--- src/pkg/dpim_pkg.sv ---
package dpim_pkg;
   localparam int DPIM_NUM_IN = 4;
   localparam int DPIM_CLK_PERIOD_NS = 4;
   localparam int DPIM_TICK_PERIOD_NS = 1000000;
   localparam int DPIM_TICK_CYCLES = DPIM_TICK_PERIOD_NS / DPIM_CLK_PERIOD_NS;
   localparam logic [9:0] DPIM_DEB_MAX_MS = 10'h3e8;
   localparam logic [9:0] DPIM_DEB_STEP_MS = 10'h00a;
   // Pulse weight is held in units of 1e-5, so 99.99999 is 9999999
   localparam logic [23:0] DPIM_WEIGHT_MAX = 24'h98967f;
   localparam logic [23:0] DPIM_WEIGHT_SCALE = 24'h0186a0;
   localparam logic [11:0] DPIM_OFF_FUNC = 12'h000;
   localparam logic [11:0] DPIM_OFF_STATUS = 12'h004;
   localparam logic [11:0] DPIM_OFF_DEB = 12'h010;
   localparam logic [11:0] DPIM_OFF_CNT = 12'h020;
   localparam logic [11:0] DPIM_OFF_CH = 12'h040;
   localparam logic [11:0] DPIM_CH_STRIDE = 12'h010;
   localparam logic [11:0] DPIM_WORD = 12'h004;
   localparam logic [1:0] DPIM_CH_CFG = 2'h0;
   localparam logic [1:0] DPIM_CH_WEIGHT = 2'h1;
   localparam logic [1:0] DPIM_CH_COUNT = 2'h2;
   localparam logic [1:0] DPIM_CH_QTY = 2'h3;
   localparam int DPIM_CFG_MODE_BIT = 0;
   localparam int DPIM_CFG_MASK_LSB = 4;
   localparam int DPIM_CFG_UNIT_LSB = 8;
   localparam int DPIM_CFG_RATE_BIT = 16;
   localparam int DPIM_CFG_DMD_LSB = 20;

   typedef enum logic [1:0] {
      DPIM_FN_NORMAL = 2'h0,
      DPIM_FN_DSYNC = 2'h1,
      DPIM_FN_METER = 2'h2,
      DPIM_FN_TARIFF = 2'h3
   } dpim_func_type;

   typedef enum logic [4:0] {
      DPIM_U_NONE = 5'h00, DPIM_U_WH = 5'h01, DPIM_U_KWH = 5'h02, DPIM_U_MWH = 5'h03,
      DPIM_U_VARH = 5'h04, DPIM_U_KVARH = 5'h05, DPIM_U_MVARH = 5'h06,
      DPIM_U_VAH = 5'h07, DPIM_U_KVAH = 5'h08, DPIM_U_MVAH = 5'h09,
      DPIM_U_GAL = 5'h0a, DPIM_U_BTU = 5'h0b, DPIM_U_LITRE = 5'h0c, DPIM_U_M3 = 5'h0d,
      DPIM_U_MCF = 5'h0e, DPIM_U_LBS = 5'h0f, DPIM_U_KG = 5'h10, DPIM_U_KLBS = 5'h11,
      DPIM_U_THERM = 5'h12
   } dpim_unit_type;

   typedef enum logic [2:0] {
      DPIM_DM_NONE = 3'h0, DPIM_DM_KW = 3'h1, DPIM_DM_KVAR = 3'h2, DPIM_DM_KVA = 3'h3,
      DPIM_DM_PER_HOUR = 3'h4, DPIM_DM_PER_SEC = 3'h5
   } dpim_demand_type;

   typedef struct packed {
      logic [DPIM_NUM_IN-1:0] rise;
      logic [DPIM_NUM_IN-1:0] fall;
      logic [DPIM_NUM_IN-1:0] level;
   } dpim_evt_type;

   function automatic dpim_demand_type dpim_demand(input logic [4:0] unit, input logic per_sec);
      if (unit == DPIM_U_NONE) return DPIM_DM_NONE;
      if (unit <= DPIM_U_MWH) return DPIM_DM_KW;
      if (unit <= DPIM_U_MVARH) return DPIM_DM_KVAR;
      if (unit <= DPIM_U_MVAH) return DPIM_DM_KVA;
      return per_sec ? DPIM_DM_PER_SEC : DPIM_DM_PER_HOUR;
   endfunction

   function automatic logic [2:0] dpim_popcount(input logic [DPIM_NUM_IN-1:0] v);
      logic [2:0] n;
      n = 3'h0;
      for (int i = 0; i < DPIM_NUM_IN; i++) n = n + 3'(v[i]);
      return n;
   endfunction
endpackage

--- src/logic/dpim_meter.sv ---
// Notes on behaviour
// Accept level only after stable debounce interval
// Debounce in ms, multiples of ten, 0-1000
// Normal mode counts pulses, flags alarm event
// Demand-sync mode pulses resync demand period
// Metering mode routes pulses to assigned channel
// Tariff mode drives tariff selection, no metering
// Channel counts pulses from all assigned inputs
// Pulse mode counts complete on-off cycles
// Transition mode counts every state change
// Pulse weight ranges 0 to 99.99999
// Consumption equals count divided by weight
// Unit selector: none, energy, volume, mass, heat
// Energy units force matching power demand code
// Other units select per-hour or per-second rate
// Up to four inputs; last two optional
// Stable interval timed by 1 ms tick
// Reset clears levels, counters; functions normal
module dpim_meter import dpim_pkg::*; #(
   parameter int MS_TICK_CYCLES = DPIM_TICK_CYCLES,
   parameter int NUM_CH = 2,
   parameter int INPUTS_PRESENT = 4
) (
   input wire logic pclk,
   input wire logic presetn,
   input wire logic psel,
   input wire logic penable,
   input wire logic pwrite,
   input wire logic [11:0] paddr,
   input wire logic [31:0] pwdata,
   output logic [31:0] prdata,
   output logic pready,
   output logic pslverr,
   input wire logic discrete_input_one,
   input wire logic discrete_input_two,
   input wire logic discrete_input_three,
   input wire logic discrete_input_four,
   output logic [DPIM_NUM_IN-1:0] input_alarm,
   output logic demand_sync,
   output logic [DPIM_NUM_IN-1:0] tariff_select
);
   localparam int TW = $clog2(MS_TICK_CYCLES + 1);
   localparam logic [DPIM_NUM_IN-1:0] PRESENT = DPIM_NUM_IN'((1 << INPUTS_PRESENT) - 1);

   logic [DPIM_NUM_IN-1:0] raw;
   logic [TW-1:0] tick_cnt_reg;
   logic tick_reg;
   dpim_evt_type evt;
   dpim_evt_type ch_evt;
   dpim_func_type fn_reg [DPIM_NUM_IN];
   logic [9:0] deb_reg [DPIM_NUM_IN];
   logic [31:0] norm_cnt_reg [DPIM_NUM_IN];
   logic [DPIM_NUM_IN-1:0] norm_m, dsync_m, meter_m, tariff_m;
   logic [DPIM_NUM_IN-1:0] input_alarm_reg, tariff_reg;
   logic demand_sync_reg;
   logic ch_mode_reg [NUM_CH];
   logic [DPIM_NUM_IN-1:0] ch_mask_reg [NUM_CH];
   logic [4:0] ch_unit_reg [NUM_CH];
   logic ch_rate_reg [NUM_CH];
   logic [23:0] ch_weight_reg [NUM_CH];
   logic [31:0] ch_count [NUM_CH];
   logic [31:0] ch_qty [NUM_CH];
   logic [31:0] rd_val;
   logic hit, wr_bad, wr_func;
   logic [DPIM_NUM_IN-1:0] wr_deb;
   logic [NUM_CH-1:0] wr_cfg, wr_weight;
   logic [31:0] prdata_reg;
   logic ack_reg, err_reg, wr_en;

   // Absent inputs on smaller variants are held off before the filter
   assign raw = {discrete_input_four, discrete_input_three,
                 discrete_input_two, discrete_input_one} & PRESENT;

   always_ff @(posedge pclk or negedge presetn) begin
      if (!presetn) begin
         tick_cnt_reg <= '0;
         tick_reg <= 1'b0;
      end else if (tick_cnt_reg == TW'(MS_TICK_CYCLES - 1)) begin
         tick_cnt_reg <= '0;
         tick_reg <= 1'b1;
      end else begin
         tick_cnt_reg <= tick_cnt_reg + TW'(1);
         tick_reg <= 1'b0;
      end
   end

   for (genvar gi = 0; gi < DPIM_NUM_IN; gi++) begin : g_in
      dpim_debounce u_deb (
         .pclk(pclk),
         .presetn(presetn),
         .raw(raw[gi]),
         .tick(tick_reg),
         .interval_ms(deb_reg[gi]),
         .level_reg(evt.level[gi]),
         .rise_reg(evt.rise[gi]),
         .fall_reg(evt.fall[gi])
      );
   end

   always_comb begin
      for (int i = 0; i < DPIM_NUM_IN; i++) begin
         norm_m[i] = fn_reg[i] == DPIM_FN_NORMAL;
         dsync_m[i] = fn_reg[i] == DPIM_FN_DSYNC;
         meter_m[i] = fn_reg[i] == DPIM_FN_METER;
         tariff_m[i] = fn_reg[i] == DPIM_FN_TARIFF;
      end
   end

   always_ff @(posedge pclk or negedge presetn) begin
      if (!presetn) begin
         for (int i = 0; i < DPIM_NUM_IN; i++) norm_cnt_reg[i] <= 32'h0;
      end else begin
         for (int i = 0; i < DPIM_NUM_IN; i++) begin
            if (evt.rise[i] && norm_m[i]) norm_cnt_reg[i] <= norm_cnt_reg[i] + 32'h1;
         end
      end
   end

   always_ff @(posedge pclk or negedge presetn) begin
      if (!presetn) begin
         input_alarm_reg <= '0;
         demand_sync_reg <= 1'b0;
         tariff_reg <= '0;
      end else begin
         input_alarm_reg <= evt.rise & norm_m;
         demand_sync_reg <= |(evt.rise & dsync_m);
         tariff_reg <= evt.level & tariff_m;
      end
   end

   assign input_alarm = input_alarm_reg;
   assign demand_sync = demand_sync_reg;
   assign tariff_select = tariff_reg;

   // Only inputs in metering mode reach the channels
   assign ch_evt = '{rise: evt.rise & meter_m, fall: evt.fall & meter_m,
                     level: evt.level & meter_m};

   for (genvar gc = 0; gc < NUM_CH; gc++) begin : g_ch
      dpim_channel u_ch (
         .pclk(pclk),
         .presetn(presetn),
         .evt(ch_evt),
         .route_mask(ch_mask_reg[gc]),
         .trans_mode(ch_mode_reg[gc]),
         .weight(ch_weight_reg[gc]),
         .count_reg(ch_count[gc]),
         .qty_reg(ch_qty[gc])
      );
   end

   // Address decode, read mux and write legality in one place
   always_comb begin
      rd_val = 32'h0;
      hit = 1'b0;
      wr_bad = 1'b0;
      wr_func = 1'b0;
      wr_deb = '0;
      wr_cfg = '0;
      wr_weight = '0;
      if (paddr == DPIM_OFF_FUNC) begin
         hit = 1'b1;
         wr_func = 1'b1;
         for (int i = 0; i < DPIM_NUM_IN; i++) rd_val[2*i +: 2] = fn_reg[i];
      end
      if (paddr == DPIM_OFF_STATUS) begin
         hit = 1'b1;
         rd_val[DPIM_NUM_IN-1:0] = evt.level;
      end
      for (int i = 0; i < DPIM_NUM_IN; i++) begin
         if (paddr == DPIM_OFF_DEB + 12'(i) * DPIM_WORD) begin
            hit = 1'b1;
            wr_deb[i] = 1'b1;
            rd_val[9:0] = deb_reg[i];
            wr_bad = pwdata[31:10] != 22'h0 || pwdata[9:0] > DPIM_DEB_MAX_MS
                     || (pwdata[9:0] % DPIM_DEB_STEP_MS) != 10'h0;
         end
         if (paddr == DPIM_OFF_CNT + 12'(i) * DPIM_WORD) begin
            hit = 1'b1;
            rd_val = norm_cnt_reg[i];
         end
      end
      for (int c = 0; c < NUM_CH; c++) begin
         if (paddr == DPIM_OFF_CH + 12'(c) * DPIM_CH_STRIDE + {8'h0, DPIM_CH_CFG, 2'b00}) begin
            hit = 1'b1;
            wr_cfg[c] = 1'b1;
            rd_val[DPIM_CFG_MODE_BIT] = ch_mode_reg[c];
            rd_val[DPIM_CFG_MASK_LSB +: DPIM_NUM_IN] = ch_mask_reg[c];
            rd_val[DPIM_CFG_UNIT_LSB +: 5] = ch_unit_reg[c];
            rd_val[DPIM_CFG_RATE_BIT] = ch_rate_reg[c];
            rd_val[DPIM_CFG_DMD_LSB +: 3] = dpim_demand(ch_unit_reg[c], ch_rate_reg[c]);
            wr_bad = pwdata[DPIM_CFG_UNIT_LSB +: 5] > DPIM_U_THERM;
         end
         if (paddr == DPIM_OFF_CH + 12'(c) * DPIM_CH_STRIDE + {8'h0, DPIM_CH_WEIGHT, 2'b00}) begin
            hit = 1'b1;
            wr_weight[c] = 1'b1;
            rd_val[23:0] = ch_weight_reg[c];
            wr_bad = pwdata[31:24] != 8'h0 || pwdata[23:0] > DPIM_WEIGHT_MAX;
         end
         if (paddr == DPIM_OFF_CH + 12'(c) * DPIM_CH_STRIDE + {8'h0, DPIM_CH_COUNT, 2'b00}) begin
            hit = 1'b1;
            rd_val = ch_count[c];
         end
         if (paddr == DPIM_OFF_CH + 12'(c) * DPIM_CH_STRIDE + {8'h0, DPIM_CH_QTY, 2'b00}) begin
            hit = 1'b1;
            rd_val = ch_qty[c];
         end
      end
   end

   // Data is captured in the setup cycle so prdata comes from a flop with no wait state
   always_ff @(posedge pclk or negedge presetn) begin
      if (!presetn) begin
         ack_reg <= 1'b0;
         err_reg <= 1'b0;
         prdata_reg <= 32'h0;
      end else begin
         ack_reg <= psel & ~penable;
         if (psel && !penable) begin
            prdata_reg <= pwrite ? 32'h0 : rd_val;
            err_reg <= !hit || (pwrite && wr_bad);
         end
      end
   end

   assign pready = ack_reg;
   assign pslverr = ack_reg & err_reg;
   assign prdata = prdata_reg;
   assign wr_en = psel & penable & pwrite & ack_reg & ~err_reg;

   always_ff @(posedge pclk or negedge presetn) begin
      if (!presetn) begin
         for (int i = 0; i < DPIM_NUM_IN; i++) begin
            fn_reg[i] <= DPIM_FN_NORMAL;
            deb_reg[i] <= 10'h0;
         end
      end else if (wr_en) begin
         for (int i = 0; i < DPIM_NUM_IN; i++) begin
            if (wr_func) fn_reg[i] <= dpim_func_type'(pwdata[2*i +: 2]);
            if (wr_deb[i]) deb_reg[i] <= pwdata[9:0];
         end
      end
   end

   always_ff @(posedge pclk or negedge presetn) begin
      if (!presetn) begin
         for (int c = 0; c < NUM_CH; c++) begin
            ch_mode_reg[c] <= 1'b0;
            ch_mask_reg[c] <= '0;
            ch_unit_reg[c] <= DPIM_U_NONE;
            ch_rate_reg[c] <= 1'b0;
            ch_weight_reg[c] <= 24'h0;
         end
      end else if (wr_en) begin
         for (int c = 0; c < NUM_CH; c++) begin
            if (wr_cfg[c]) begin
               ch_mode_reg[c] <= pwdata[DPIM_CFG_MODE_BIT];
               ch_mask_reg[c] <= pwdata[DPIM_CFG_MASK_LSB +: DPIM_NUM_IN] & PRESENT;
               ch_unit_reg[c] <= pwdata[DPIM_CFG_UNIT_LSB +: 5];
               ch_rate_reg[c] <= pwdata[DPIM_CFG_RATE_BIT];
            end
            if (wr_weight[c]) ch_weight_reg[c] <= pwdata[23:0];
         end
      end
   end
endmodule

--- src/logic/dpim_debounce.sv ---
module dpim_debounce import dpim_pkg::*; (
   input wire logic pclk,
   input wire logic presetn,
   input wire logic raw,
   input wire logic tick,
   input wire logic [9:0] interval_ms,
   output logic level_reg,
   output logic rise_reg,
   output logic fall_reg
);
   logic sync1_reg;
   logic sync2_reg;
   logic cand_reg;
   logic [10:0] cnt_reg;
   logic ok;

   always_ff @(posedge pclk or negedge presetn) begin
      if (!presetn) begin
         sync1_reg <= 1'b0;
         sync2_reg <= 1'b0;
      end else begin
         sync1_reg <= raw;
         sync2_reg <= sync1_reg;
      end
   end

   // Count is one above the interval because the first tick may land right after a change
   always_ff @(posedge pclk or negedge presetn) begin
      if (!presetn) begin
         cand_reg <= 1'b0;
         cnt_reg <= 11'h000;
      end else if (sync2_reg != cand_reg) begin
         cand_reg <= sync2_reg;
         cnt_reg <= 11'h000;
      end else if (tick && cnt_reg <= {1'b0, DPIM_DEB_MAX_MS}) begin
         cnt_reg <= cnt_reg + 11'h001;
      end
   end

   assign ok = (interval_ms == 10'h000) || (cnt_reg > {1'b0, interval_ms});

   always_ff @(posedge pclk or negedge presetn) begin
      if (!presetn) begin
         level_reg <= 1'b0;
         rise_reg <= 1'b0;
         fall_reg <= 1'b0;
      end else begin
         rise_reg <= 1'b0;
         fall_reg <= 1'b0;
         if (cand_reg == sync2_reg && cand_reg != level_reg && ok) begin
            level_reg <= cand_reg;
            rise_reg <= cand_reg;
            fall_reg <= ~cand_reg;
         end
      end
   end
endmodule

--- src/logic/dpim_channel.sv ---
module dpim_channel import dpim_pkg::*; (
   input wire logic pclk,
   input wire logic presetn,
   input dpim_evt_type evt,
   input wire logic [DPIM_NUM_IN-1:0] route_mask,
   input wire logic trans_mode,
   input wire logic [23:0] weight,
   output logic [31:0] count_reg,
   output logic [31:0] qty_reg
);
   logic [DPIM_NUM_IN-1:0] sel;
   logic [2:0] n;
   logic [25:0] res_reg;
   logic [25:0] res_sum;

   // Pulse mode waits for the falling edge, which closes a full on-off cycle
   assign sel = (trans_mode ? (evt.rise | evt.fall) : evt.fall) & route_mask;
   assign n = dpim_popcount(sel);
   assign res_sum = res_reg + 26'(n) * 26'(DPIM_WEIGHT_SCALE);

   always_ff @(posedge pclk or negedge presetn) begin
      if (!presetn) count_reg <= 32'h0;
      else count_reg <= count_reg + 32'(n);
   end

   // Quantity is count / weight, built by repeated subtraction; one unit per cycle
   // is far faster than any millisecond-scale pulse train
   always_ff @(posedge pclk or negedge presetn) begin
      if (!presetn) begin
         res_reg <= 26'h0;
         qty_reg <= 32'h0;
      end else if (weight == 24'h0) begin
         res_reg <= res_reg;
      end else if (res_sum >= {2'b00, weight}) begin
         res_reg <= res_sum - {2'b00, weight};
         qty_reg <= qty_reg + 32'h1;
      end else begin
         res_reg <= res_sum;
      end
   end
endmodule

--- config.mk ---
export PLATFORM = sky130hd
export DESIGN_NAME = dpim_meter
export DESIGN_NICKNAME = d
export VERILOG_FILES = /design/src/pkg/dpim_pkg.sv /design/src/logic/dpim_meter.sv /design/src/logic/dpim_debounce.sv /design/src/logic/dpim_channel.sv
export SDC_FILE = /design/constraint.sdc
export NUM_CORES = 1
export LEC_CHECK = 0
export ABC_CLOCK_PERIOD_IN_PS = 12100
export BUFFER_PORTS_ARGS = -buffer_cell sky130_fd_sc_hd__buf_4
export CORE_UTILIZATION = 55
export CTS_CLUSTER_SIZE = 30
export DETAILED_ROUTE_END_ITERATION = 10
export PLACE_DENSITY = 0.73
export RECOVER_POWER = 100
export SLEW_MARGIN = 10
export SYNTH_ARGS = -nofsm -noshare
export SYNTH_HDL_FRONTEND = slang
export SYNTH_HIERARCHICAL = 1
export SYNTH_SLANG_ARGS = --single-unit
--- constraint.sdc ---
create_clock -name pclk -period 12.1 [get_ports pclk]
set_input_delay 2.42 -clock pclk [delete_from_list [all_inputs] [get_ports pclk]]
set_output_delay 2.42 -clock pclk [all_outputs]
set_load 0.005 [all_outputs]
; ---- Word level (Yosys, flattened, before mapping)
; Cells that the tools add are included.
[word_totals]
regBits = 556
elab_cells = 361
rom_bits = 0
latch_bits = 0
n_memories = 0
ramBits = 0
[op_classes]
n_reduce_logical = 60
n_shift = 0
n_mux = 128
n_div = 1
n_mul = 2
n_bitwise = 22
n_eq_ne = 42
magnitude_cmp = 19
addsub = 23
[ops]
columns = cell, n
row1 = 32-bit 2-to-1 mux, 9
row2 = 32-bit by 1-bit adder with 32-bit output (second input constant), 6
row3 = 12-bit by 7-bit equality test with 1-bit output (second input constant), 8
row4 = 11-bit 2-to-1 mux, 8
row5 = 1-bit 2-to-1 mux, 77
row6 = 32-bit by 3-bit adder with 32-bit output, 2
row7 = 3-bit 2-to-1 mux, 19
row8 = 26-bit by 20-bit adder with 26-bit output, 2
row9 = 26-bit by 24-bit greater-or-equal comparator with 1-bit output, 2
row10 = 26-bit 2-to-1 mux, 2
row11 = 26-bit by 24-bit subtractor with 26-bit output, 2
row12 = 12-bit by 5-bit equality test with 1-bit output (second input constant), 4
row13 = 12-bit by 6-bit equality test with 1-bit output (second input constant), 4
row14 = 24-bit logical NOT, 2
row15 = 24-bit 2-to-1 mux, 2
row16 = 11-bit by 1-bit adder with 11-bit output (second input constant), 4
row17 = 11-bit by 10-bit > comparator with 1-bit output, 4
row18 = 11-bit by 10-bit less-or-equal comparator with 1-bit output (second input constant), 4
row19 = 10-bit logical NOT, 4
row20 = 10-bit 2-to-1 mux, 4
row21 = 3-bit by 12-bit multiplier with 15-bit output (second input constant), 2
row22 = 4-bit bitwise AND, 7
row23 = 24-bit > comparator (second input constant), 1
row24 = 2-bit AND reduction, 11
row25 = other kinds (33), 107

; ---- Longest topological paths before layout
[depth]
ltp_word = 25
depth_mapped = 35
depth_no_buf = 32

; ---- Hierarchy
; Netlist, hierarchy kept.
[modules_own_cells]
columns = mod, seq_area_each_um2, cells_each, area_each_um2, n_inst
row1 = dpim_meter, 7707.4, 1652, 16525.8, 1
row2 = dpim_channel, 2252.2, 723, 6546.3, 2
row3 = dpim_debounce, 425.4, 114, 1087.3, 4

; ---- Worst setup path after synthesis
; OpenSTA, ideal clock, no wires.
[synth_path]
kind = flip-flop to flip-flop
start = register fn_reg[7] (netlist bit)
end = register g_ch[0].u_ch.res_reg[22]
synth_period_minus_slack_ns = 6.678
setup_ns = 0.126
arrival_time_ns = 6.551
path_slack_ns = 5.422
path_stages_with_launch = 33
path_buffers = 1
path_cell_list = dfrtp_1 -> nor2b_1 -> and2_1 -> a21oi_1 -> nor2b_1 -> fa_1 -> ha_1 -> ha_1 -> ha_1 -> and2_1 -> ha_1 -> nor2b_1 -> o21ai_0 -> o21ai_0 -> a21oi_1 -> xnor2_1 -> ha_1 -> a21o_1 -> or2_2 -> o21ai_1 -> o21ai_0 -> o211a_1 -> or3_1 -> and2_1 -> ha_1 -> a21o_1 -> a21o_1 -> a21o_1 -> nand3_1 -> o211a_4 -> a41oi_2 -> buf_4 -> a221o_1
[synth_lines]
columns = item, line
row1 = "start, declared", dpim_meter.sv:50  ; dpim_func_type fn_reg [DPIM_NUM_IN];
row2 = "start signal, assigned by index", dpim_meter.sv:239  ; if (wr_func) fn_reg[i] <= dpim_func_type'(pwdata[2*i +: 2]);
row3 = "end signal, assigned", dpim_channel.sv:33  ; res_reg <= res_reg;
row4 = "end signal, assigned", dpim_channel.sv:35  ; res_reg <= res_sum - {2'b00, weight};
row5 = "end signal, assigned", dpim_channel.sv:38  ; res_reg <= res_sum;
row6 = "end, declared", dpim_channel.sv:13  ; logic [25:0] res_reg;

==> reports/qor.yml <==
die_width_um: 250
initial_antenna_violation_count: 3
floorplan.die.height_um: 250
synthesis.instances: 3550
rsz0062_at_grt: "no"
net_count_synth: 3768
areaGrowthSynthToFinish_pct: 9.67
cts_hold_repair.buffers: 0
crit_type: "reg -> reg"
ioPinCount: 96
yosysWarningCount: 6
cp_slowest_cell: "sky130_fd_sc_hd__a41oi_1"
timing.final.crit_period_ns: 8.84
power_density_nw_per_um2: 115
portBuffers: 95
critical_path_peak_fanout: 14
globalRouteOverflowTotal: 0
timing_hold_violations_final: 0
drt-initial-drc-count: 2680
fmax_mhz: 113
fp.coreArea_um2: 60700
finalSetupViolCount: 0
final-max-slew-violation-count: 504
cts.repair.resized: 0
status: "complete, but fails checks"
vias_per_cell: 6.33
initial_core_util: 0.559
synthesis.area_per_instance_um2: 9.56
cts_setup_buffers: 0
number_of_search_and_repair_iterations_in_the_first_detailed_routing_pass: 6
leakage_nw: 16.9
wire_per_inst_um: 22.1
first_global_vias: 26500
post-dp-hpwl_um: 72800
hold_crit_class: "reg -> reg"
remaining_drc_errors: 0
worst-endpoint-arrival_ns: 9.36
placed_cells: 4330
grt_start_max_net_pins: 111
worst-slew-pin-transition_ns: 6.15
crit_required_ns: 12.61
dp_worst_setup_slack_ns: 3.91
gpl.final_weighted_congestion: 0.985
cts_buffers: 60
num_vias: 28100
worst_setup_path_start_kind: "flip-flop"
drtAntennaViolNets: 0
final.setup_skew_ns: 0.0240
worst_ir_drop_vdd_mv: 0.128
wire_length_of_the_first_global_routing_pass_um: 154000
cts.path.max_buffers: 3
clkSinkCount: 556
layout.filler_cells: 5175
finalNetCount: 3828
cell_repeated_most_along_the_worst_path: "sky130_fd_sc_hd__ha_1"
finish.cell_count_without_fillers: 4445
root_buffer: "sky130_fd_sc_hd__clkbuf_16"
placedInstanceArea_um2: 35300
tritoncts_clock_tree: "built"
dieArea_um2: 62700
cap_violations: 13
core.rowCount: 90
fin_ws_ns: 3.26
wl_um: 98400
final_cell_area_um2: 37200
final_cycle_share: 0.731
clock_latency_ns: 0.64
largest_register_ffs: 128
clock_transition_at_the_register_clock_pins_on_the_worst_setup_and_hold_paths_after_cts_ns: 0.06
failed_checks: "max-capacitance violations, max-slew violations"
grt_util_all_layers: 0.311
timing.max_slew.rel_slack: -3.10
layout-drive-gt1-share: 0.109
setup-tns-final_ns: 0
critPathMaxStageDelay_ns: 1.39
crit_path_end_kind: "flip-flop"
cts_htree_levels: 2
syn_area_um2: 33900
## area by class of cell
cell class | instances | area, µm² | share of cell area
repair buffers | 120 | 842 | 0.0226
clock buffers | 85 | 1790 | 0.0480
diodes | 2 | 5.00 | 0.000134
clock inverters | 28 | 393 | 0.0106
well taps | 782 | 978 | 0.0263
multi-input cells | 2729 | 18800 | 0.504
inverters | 143 | 537 | 0.0144
flip-flops and latches | 556 | 13900 | 0.374
## cells in the final DEF (no fill, tap or decap), types with 45 or more instances in the layout
cell,instances
sky130_fd_sc_hd__inv_1,140
sky130_fd_sc_hd__nand4_1,72
sky130_fd_sc_hd__ha_1,153
sky130_fd_sc_hd__buf_4,58
sky130_fd_sc_hd__clkbuf_4,45
sky130_fd_sc_hd__and3_1,76
sky130_fd_sc_hd__nand2_1,346
sky130_fd_sc_hd__xnor2_1,273
sky130_fd_sc_hd__o21ai_0,149
sky130_fd_sc_hd__clkbuf_16,61
sky130_fd_sc_hd__a31oi_1,63
sky130_fd_sc_hd__nor2_1,269
sky130_fd_sc_hd__a21oi_1,190
sky130_fd_sc_hd__mux2_2,122
sky130_fd_sc_hd__nand3_1,166
sky130_fd_sc_hd__xor2_1,101
sky130_fd_sc_hd__dfrtp_1,556
sky130_fd_sc_hd__nor3_1,58
## power by group
group	switching, W	internal [W]
Combinational	0.000214	0.000126
Sequential	0.0000431	0.00189
Clock	0.000795	0.00122
## worst paths after layout
check	startpoint	end	slack, ns	cells after the start
setup / recovery	fn_reg[7]	g_ch[1].u_ch/qty_reg[25]	3.26	32
max in group asynchronous	presetn	g_in[3].u_deb/cnt_reg[1]	3.37	3
hold / removal	g_in[3].u_deb/sync1_reg	g_in[3].u_deb/sync2_reg	0.35	0
min in group asynchronous	presetn	g_ch[0].u_ch/res_reg[18]	4.06	1
hold reg to reg	g_in[3].u_deb/sync1_reg	g_in[3].u_deb/sync2_reg	0.35	0
setup reg to reg	fn_reg[7]	g_ch[1].u_ch/qty_reg[25]	3.26	32
## metal layers
metal  part of all wire  global-route usage
met5                  0                   0
met4              0.038               0.119
met3              0.064              0.0361
met2               0.45               0.487
met1               0.44               0.444
## critical path, delay by kind of cell (launching register included)
kind                     cells  cell delay [ns]
AND/OR/NAND/NOR             11             2.22
AO/OA/AOI/OAI               12             3.37
flip-flops                   1             0.43
adder cells (fa/ha/maj)      7             2.35
XOR/XNOR                     2             0.36
## stage by stage
step	hold WS (ns)	utilization	power, W
4_1_cts	0.353	0.617	0.00431
3_5_place_dp	0.336	0.581	0.00231
3_3_place_gp	0.334	0.581	0.00230
5_1_grt	0.363	0.613	0.00442
2_1_floorplan	0.331	-	0.00217
6_report	0.350	0.613	0.00428
No activity file was read; power rests on OpenSTA's default activity.
